==> src/logic/kpi_pkg.sv <==
// Purpose: Constants shared by the keypad pin interrupt block
// Assumes: Avalon-MM register slave with 32-bit data, one word per register
// Notes: Register offsets are byte addresses
package kpi_pkg;
   // ---------------------------------------------------------------
   // Geometry
   // ---------------------------------------------------------------
   localparam int unsigned PIN_COUNT = 8;
   localparam int unsigned ADDR_W = 4;
   // ---------------------------------------------------------------
   // Register offsets
   // ---------------------------------------------------------------
   localparam logic [3:0] STATUS_CONTROL_OFS = 4'h0;
   localparam logic [3:0] PIN_ENABLE_OFS = 4'h4;
   localparam logic [3:0] EDGE_SELECT_OFS = 4'h8;
   // ---------------------------------------------------------------
   // Status and control fields
   // ---------------------------------------------------------------
   localparam int unsigned SENSE_MODE_BIT = 0;
   localparam int unsigned IRQ_ENABLE_BIT = 1;
   localparam int unsigned FLAG_ACK_BIT = 2;
   localparam int unsigned DETECT_FLAG_BIT = 3;
   // ---------------------------------------------------------------
   // Reset values
   // ---------------------------------------------------------------
   localparam logic [7:0] STATUS_CONTROL_RST = 8'h00;
   localparam logic [7:0] PIN_ENABLE_RST = 8'h00;
   localparam logic [7:0] EDGE_SELECT_RST = 8'h00;
   // Answer returned for an unmapped address
   localparam logic [31:0] UNMAPPED_READ = 32'h0000_0000;
endpackage

==> src/logic/kpi_keypad_irq.sv <==
// Purpose: Keypad pin interrupt unit, eight enabled pins, edge or edge+level
// Assumes: Pins are asynchronous; all logic on clk; Avalon-MM slave
// Notes: Answers every access one cycle after it is presented
//
// Overview of operation
// - Status/control bits 7:4 always read zero.
// - Bit 3 is the detect flag; writes do not change it.
// - Bit 2 write-one acknowledges the flag; always reads zero.
// - Bit 1 enables the interrupt request.
// - Bit 0 selects edge-only (0) or edge-and-level (1) sensing.
// - Pin enable bits choose sources; disabled pins are ignored.
// - Polarity bits: 0 falling/low, 1 rising/high.
// - Falling edge: sampled high one cycle, low the next.
// - Rising edge: sampled low one cycle, high the next.
// - Edges re-arm only after all enabled pins are deasserted.
// - A valid edge sets the flag until acknowledged.
// - Flag set with interrupt enabled raises the request.
// - Edge-and-level mode: asserted level also sets the flag.
// - Edge-and-level mode: acknowledge clears only when all pins deasserted.
// - Polarity bit selects pull-up (0) or pull-down (1) when pull enabled.
// - Eight pins, each with its own enable and polarity.
// - Low-retention stop reset puts the block in reset state.
// - Enabled pin event with interrupt enabled wakes the processor.
`timescale 1ns/1ps
module kpi_keypad_irq (
   // Clock and reset
   input wire logic clk,
   input wire logic rst_n,
   // Avalon-MM slave
   input wire logic [3:0] avs_address,
   input wire logic avs_read,
   input wire logic avs_write,
   input wire logic [31:0] avs_writedata,
   input wire logic [3:0] avs_byteenable,
   output logic [31:0] avs_readdata,
   output logic avs_waitrequest,
   // Keypad pins and pad control
   input wire logic [7:0] wake_input_pins,
   input wire logic [7:0] port_pull_enable,
   output logic [7:0] pull_up_en,
   output logic [7:0] pull_down_en,
   // Processor side
   output logic irq,
   output logic wake_req
);
   // ---------------------------------------------------------------
   // Registers
   // ---------------------------------------------------------------
   logic [7:0] meta_ff;
   logic [7:0] pin_sync_ff;
   logic [7:0] pin_prev_ff;
   logic sense_mode_ff;
   logic irq_enable_ff;
   logic detect_flag_ff;
   logic armed_ff;
   logic [7:0] pin_enable_ff;
   logic [7:0] polarity_ff;
   logic ack_done_ff;
   logic [31:0] readdata_ff;
   logic irq_ff;
   logic wake_ff;

   logic req;
   logic req_any;
   logic wr_sc;
   logic flag_ack;
   logic [7:0] asserted_now;
   logic [7:0] asserted_prev;
   logic any_asserted;
   logic edge_seen;
   logic level_seen;
   logic set_flag;
   logic [31:0] nxt_readdata;

   // ---------------------------------------------------------------
   // Pin synchroniser
   // ---------------------------------------------------------------
   always_ff @(posedge clk or negedge rst_n) begin
      if (!rst_n) begin
         meta_ff <= 8'h00;
         pin_sync_ff <= 8'h00;
         pin_prev_ff <= 8'h00;
      end else begin
         meta_ff <= wake_input_pins;
         pin_sync_ff <= meta_ff;
         pin_prev_ff <= pin_sync_ff;
      end
   end

   // ---------------------------------------------------------------
   // Bus decode
   // ---------------------------------------------------------------
   // One wait cycle per access keeps read data registered
   assign req_any = avs_read | avs_write;
   assign req = req_any & ack_done_ff;
   assign avs_waitrequest = req_any & ~ack_done_ff;
   assign avs_readdata = readdata_ff;
   assign wr_sc = req & avs_write & (avs_address == kpi_pkg::STATUS_CONTROL_OFS)
      & avs_byteenable[0];
   assign flag_ack = wr_sc & avs_writedata[kpi_pkg::FLAG_ACK_BIT];

   always_ff @(posedge clk or negedge rst_n) begin
      if (!rst_n) begin
         ack_done_ff <= 1'b0;
      end else begin
         ack_done_ff <= req_any & ~ack_done_ff;
      end
   end

   // ---------------------------------------------------------------
   // Control registers
   // ---------------------------------------------------------------
   // Reset covers wake from low-retention stop, which arrives as rst_n
   always_ff @(posedge clk or negedge rst_n) begin
      if (!rst_n) begin
         sense_mode_ff <= kpi_pkg::STATUS_CONTROL_RST[kpi_pkg::SENSE_MODE_BIT];
         irq_enable_ff <= kpi_pkg::STATUS_CONTROL_RST[kpi_pkg::IRQ_ENABLE_BIT];
         pin_enable_ff <= kpi_pkg::PIN_ENABLE_RST;
         polarity_ff <= kpi_pkg::EDGE_SELECT_RST;
      end else if (req && avs_write && avs_byteenable[0]) begin
         if (avs_address == kpi_pkg::STATUS_CONTROL_OFS) begin
            sense_mode_ff <= avs_writedata[kpi_pkg::SENSE_MODE_BIT];
            irq_enable_ff <= avs_writedata[kpi_pkg::IRQ_ENABLE_BIT];
         end else if (avs_address == kpi_pkg::PIN_ENABLE_OFS) begin
            pin_enable_ff <= avs_writedata[7:0];
         end else if (avs_address == kpi_pkg::EDGE_SELECT_OFS) begin
            polarity_ff <= avs_writedata[7:0];
         end
      end
   end

   // ---------------------------------------------------------------
   // Detection
   // ---------------------------------------------------------------
   // A pin is asserted when its sampled level equals its polarity bit
   assign asserted_now = ~(pin_sync_ff ^ polarity_ff) & pin_enable_ff;
   assign asserted_prev = ~(pin_prev_ff ^ polarity_ff) & pin_enable_ff;
   assign any_asserted = |asserted_now;
   assign edge_seen = armed_ff & |(asserted_now & ~asserted_prev);
   assign level_seen = sense_mode_ff & any_asserted;
   assign set_flag = edge_seen | level_seen;

   // Re-arm only once every enabled pin sits at its deasserted level
   always_ff @(posedge clk or negedge rst_n) begin
      if (!rst_n) begin
         armed_ff <= 1'b0;
      end else if (!any_asserted) begin
         armed_ff <= 1'b1;
      end else if (edge_seen) begin
         armed_ff <= 1'b0;
      end
   end

   // Set wins over acknowledge in the same cycle; level mode blocks clear while an enabled pin is asserted
   always_ff @(posedge clk or negedge rst_n) begin
      if (!rst_n) begin
         detect_flag_ff <= 1'b0;
      end else if (set_flag) begin
         detect_flag_ff <= 1'b1;
      end else if (flag_ack && !(sense_mode_ff && any_asserted)) begin
         detect_flag_ff <= 1'b0;
      end
   end

   // ---------------------------------------------------------------
   // Request and wake outputs
   // ---------------------------------------------------------------
   always_ff @(posedge clk or negedge rst_n) begin
      if (!rst_n) begin
         irq_ff <= 1'b0;
         wake_ff <= 1'b0;
      end else begin
         irq_ff <= detect_flag_ff & irq_enable_ff;
         wake_ff <= irq_enable_ff & (detect_flag_ff | set_flag);
      end
   end
   assign irq = irq_ff;
   assign wake_req = wake_ff;

   // ---------------------------------------------------------------
   // Pad resistor direction
   // ---------------------------------------------------------------
   // Pull direction follows polarity for every pin whose pull is enabled, keypad input or not
   always_comb begin
      pull_up_en = port_pull_enable & ~polarity_ff;
      pull_down_en = port_pull_enable & polarity_ff;
   end

   // ---------------------------------------------------------------
   // Read data
   // ---------------------------------------------------------------
   always_comb begin
      nxt_readdata = kpi_pkg::UNMAPPED_READ;
      if (avs_address == kpi_pkg::STATUS_CONTROL_OFS) begin
         nxt_readdata[kpi_pkg::DETECT_FLAG_BIT] = detect_flag_ff;
         nxt_readdata[kpi_pkg::IRQ_ENABLE_BIT] = irq_enable_ff;
         nxt_readdata[kpi_pkg::SENSE_MODE_BIT] = sense_mode_ff;
      end else if (avs_address == kpi_pkg::PIN_ENABLE_OFS) begin
         nxt_readdata[7:0] = pin_enable_ff;
      end else if (avs_address == kpi_pkg::EDGE_SELECT_OFS) begin
         nxt_readdata[7:0] = polarity_ff;
      end
   end

   always_ff @(posedge clk or negedge rst_n) begin
      if (!rst_n) begin
         readdata_ff <= 32'h0000_0000;
      end else if (avs_read && !ack_done_ff) begin
         readdata_ff <= nxt_readdata;
      end
   end
endmodule

==> config.mk <==
export PLATFORM = sky130hd
export DESIGN_NAME = kpi_keypad_irq
export DESIGN_NICKNAME = d
export VERILOG_FILES = /design/src/logic/kpi_pkg.sv /design/src/logic/kpi_keypad_irq.sv
export SDC_FILE = /design/constraint.sdc
export NUM_CORES = 1
export LEC_CHECK = 0
export BUFFER_PORTS_ARGS = -buffer_cell sky130_fd_sc_hd__buf_2
export CORE_ASPECT_RATIO = 1.2
export CORE_MARGIN = 1
export CORE_UTILIZATION = 30
export CTS_CLUSTER_SIZE = 16
export DETAILED_ROUTE_END_ITERATION = 6
export PLACE_DENSITY_LB_ADDON = 0.15
export SYNTH_ARGS = -nofsm -noshare
export SYNTH_HDL_FRONTEND = slang
export SYNTH_SLANG_ARGS = --single-unit
==> constraint.sdc <==
create_clock -name clk -period 1.92 [get_ports clk]
set_input_delay 0.192 -clock clk [delete_from_list [all_inputs] [get_ports clk]]
set_output_delay 0.192 -clock clk [all_outputs]
set_load 0.1 [all_outputs]
==> results.toml <==
[sta]
setup_viol = 0
slew_viol_final = 0
slew_headroom = 0.5787
hold_viol = 0
period_needed_ns = 1.608
rsz0062_at_grt = "no"
fmax_mhz = 622.0
skew_ns = 0.004295
fin_setup_tns_ns = 0
tightest_slew_ns = 0.6320
fin_crit_sh = 0.8373

[clocking]
cts.sinks = 55
cts_root_buffer = "clkbuf_8"
clock_path_buffers = 2
cts_setup_buffers = 0
cts_tree = "built"
ctsHtreeMaxLevel = 2
clk_pin_slew_ns = 0.09
cts.hold.buffers_added = 9
cts_buffers = 5
clk_latency_ns = 0.31
post_cts_resize_count = 0

[power]
vdd_drop_max_uv = 400.1
p_int_w = 0.001727
power.switching_w = 0.001194
seq_power_share = 0.468
leakage_nw = 1.467
p_comb_frac = 0.315
clkPwrFrac = 0.217
p_sw_frac = 0.4088
powerDensity_nw_per_um2 = 978.2

[global_routing]
grt_max_degree = 31
first_global_vias = 1641
overflow = 0
grt_use_total = 0.1278
grt_pass1_wl_mm = 8.183
antenna_found_initial = 0

[hold_path]
holdCritPathClass = "in -> reg"
min_path_cells = 2

[yosys]
avgSynthCellArea_um2 = 11.77
synthMuxAreaShare = 0.09461
yosysUniqueCellTypes = 33
async_flop_share = 1.000
synthAdderAreaFrac = 0
synthTopCellsByCount = "dfrtp_1, buf_4, mux2_2"
synth_seq_area_share = 0.5595
synth_compound_area_frac = 0.07833
synthCells = 209
syn_area_um2 = 2460
synth-edff-count = 0
synth-simple-area-share = 0.1516
synth_most_common_cell = "dfrtp_1"
ys.flop_type = "dfrtp_1"
synth-seq-cells = 55
synth_area_leaders = "dfrtp_1, mux2_2, buf_4, xnor2_1, a22oi_1"
yosysWarnings = 0
synth.largest_area_cell = "dfrtp_1"
synth_top_area_share = 0.5595
yosys.area_share.xor_xnor = 0.02848
synth_top_family_by_area = "simple AND/OR/NAND/NOR gates"

[routing]
drt_pass1_iterations = 7
wire_per_inst_um = 13.31
drtIter0Drc = 44
vias = 1678
final_antenna_net_count = 0
via_per_inst = 4.475
totalWireLength_mm = 4.991
drc = 8

[critical_path]
worstSetupPathType = "reg -> out"
timing.rr.start = "polarity_ff[4]"
r2r-end = "wake_req"
cp.arrival_ns = 1.42
cp-end-kind = "output pin"
rr_worst_depth = 5
worst_ep_required_time_ns = 1.73
r2r_slack_ns = 0.41
max_stage_delay_ns = 0.47
cp-endpoint = "pull_up_en[4]"
path_cells = "and2b_1 > buf_2"
crit_path_start_kind = "flop"
cp_slowest_cell = "dfrtp_1"
crit_path_max_fanout = 7
crit_start = "polarity_ff[4]"

[status]
outcome = "finished, violations left"
violations = "DRC"

[layout]
n_antenna_cell = 0
seqCellArea_um2 = 1376
drive_gt1_frac = 0.3498
nFillCells = 798
nNetsFinal = 342
final_util = 0.3831
multi_input_area_um2 = 978.4
syn_to_final_growth_pct = 21.41

[placed_design]
gp_congestion = 0.7266
dpl.hpwl_mm = 3.727
portBuffers = 59

[die]
rows = 35
coreArea_um2 = 7795
die_area_um2 = 8567
dieWidth_um = 84.66
start_util = 0.3156
fp.dieH_um = 101.2
pin_count = 111

[job]
cap_violations = 0
==> power groups by stage <==
stage	Sequential (W)	Combinational [W]	Clock, W
floorplan	0.00145	0.000708	0
global placement	0.00139	0.000906	0
detailed placement	0.00139	0.000913	0
CTS	0.00137	0.000928	0.000661
global route	0.00139	0.000973	0.000716
finish	0.00137	0.000920	0.000635
==> state kept, by name (all words and copies together) (netlist names), 8 cells and up <==
signal         cells
pin_enable_ff      8
pin_prev_ff        8
avs_readdata       8
meta_ff            8
pin_sync_ff        8
polarity_ff        8
==> metal layers <==
layer  global-route usage  vias to the layer above  wire length [um]
li1                     -                      827                 -
met1               0.1611                      789              2207
met2               0.2139                       56              2479
met3              0.03015                        6               228
met4              0.05085                        0                76
met5                    0                        -                 0
==> kinds of logic (layout without fill, tap and decap cells) <==
group                     Yosys count  after routing
buffers and inverters              31             82
xor gates and xnor gates            8              8
other                               1             24
and+or+nand+nor                    63             63
DFF                                55             55
muxes                              21             21
AOI/OAI and AO/OA                  30             30
==> layout make-up <==
cell class              count  area share
flip-flops and latches     55      0.4608
multi-input cells         146      0.3276
repair buffers             71      0.1408
well taps                  92     0.03854
clock buffers               6     0.02430
clock inverters             2    0.004189
inverters                   3    0.003770
==> worst min-delay path by stage <==
stage / end / start / slack, ns
2_1_floorplan: ack_done_ff / rst_n / -0.10
3_3_place_gp: pin_sync_ff[3] / rst_n / 0.24
3_5_place_dp: pin_prev_ff[3] / rst_n / 0.25
4_1_cts: polarity_ff[5] / avs_writedata[5] / 0.12
5_1_grt: polarity_ff[3] / avs_writedata[3] / 0.12
6_report: pin_enable_ff[6] / avs_writedata[6] / 0.13
==> worst max-delay path, delay by kind of cell, from the launching register on <==
family,cells,cell delay [ns]
buf+inv,1,0.42
flops,1,0.47
simple gates,1,0.22
==> cell usage in the layout, fill, tap and decap left out, types with 4 or more instances in the layout <==
cell type	n
and2_1	8
o21ai_0	8
dfrtp_1	55
nor2_1	10
xnor2_1	8
a31oi_1	4
dlygate4sd3_1	9
nand2_1	12
clkbuf_8	5
mux2_2	18
a22oi_1	9
conb_1	24
buf_2	59
nor2b_2	7
==> through the flow <==
step                hold WS [ns]  area (um2)  total power (W)  setup slack, ns  cells
floorplan                -0.1036        2566         0.002163           0.4824    232
global placement          0.2378        2811         0.002293           0.3902    358
detailed placement        0.2539        2811         0.002305           0.4032    358
CTS                       0.1162        2987         0.002957           0.2849    375
global route              0.1159        2987         0.003076           0.2165    375
finish                    0.1261        2987         0.002922           0.3123    375
(Power assumes the default switching activity.)
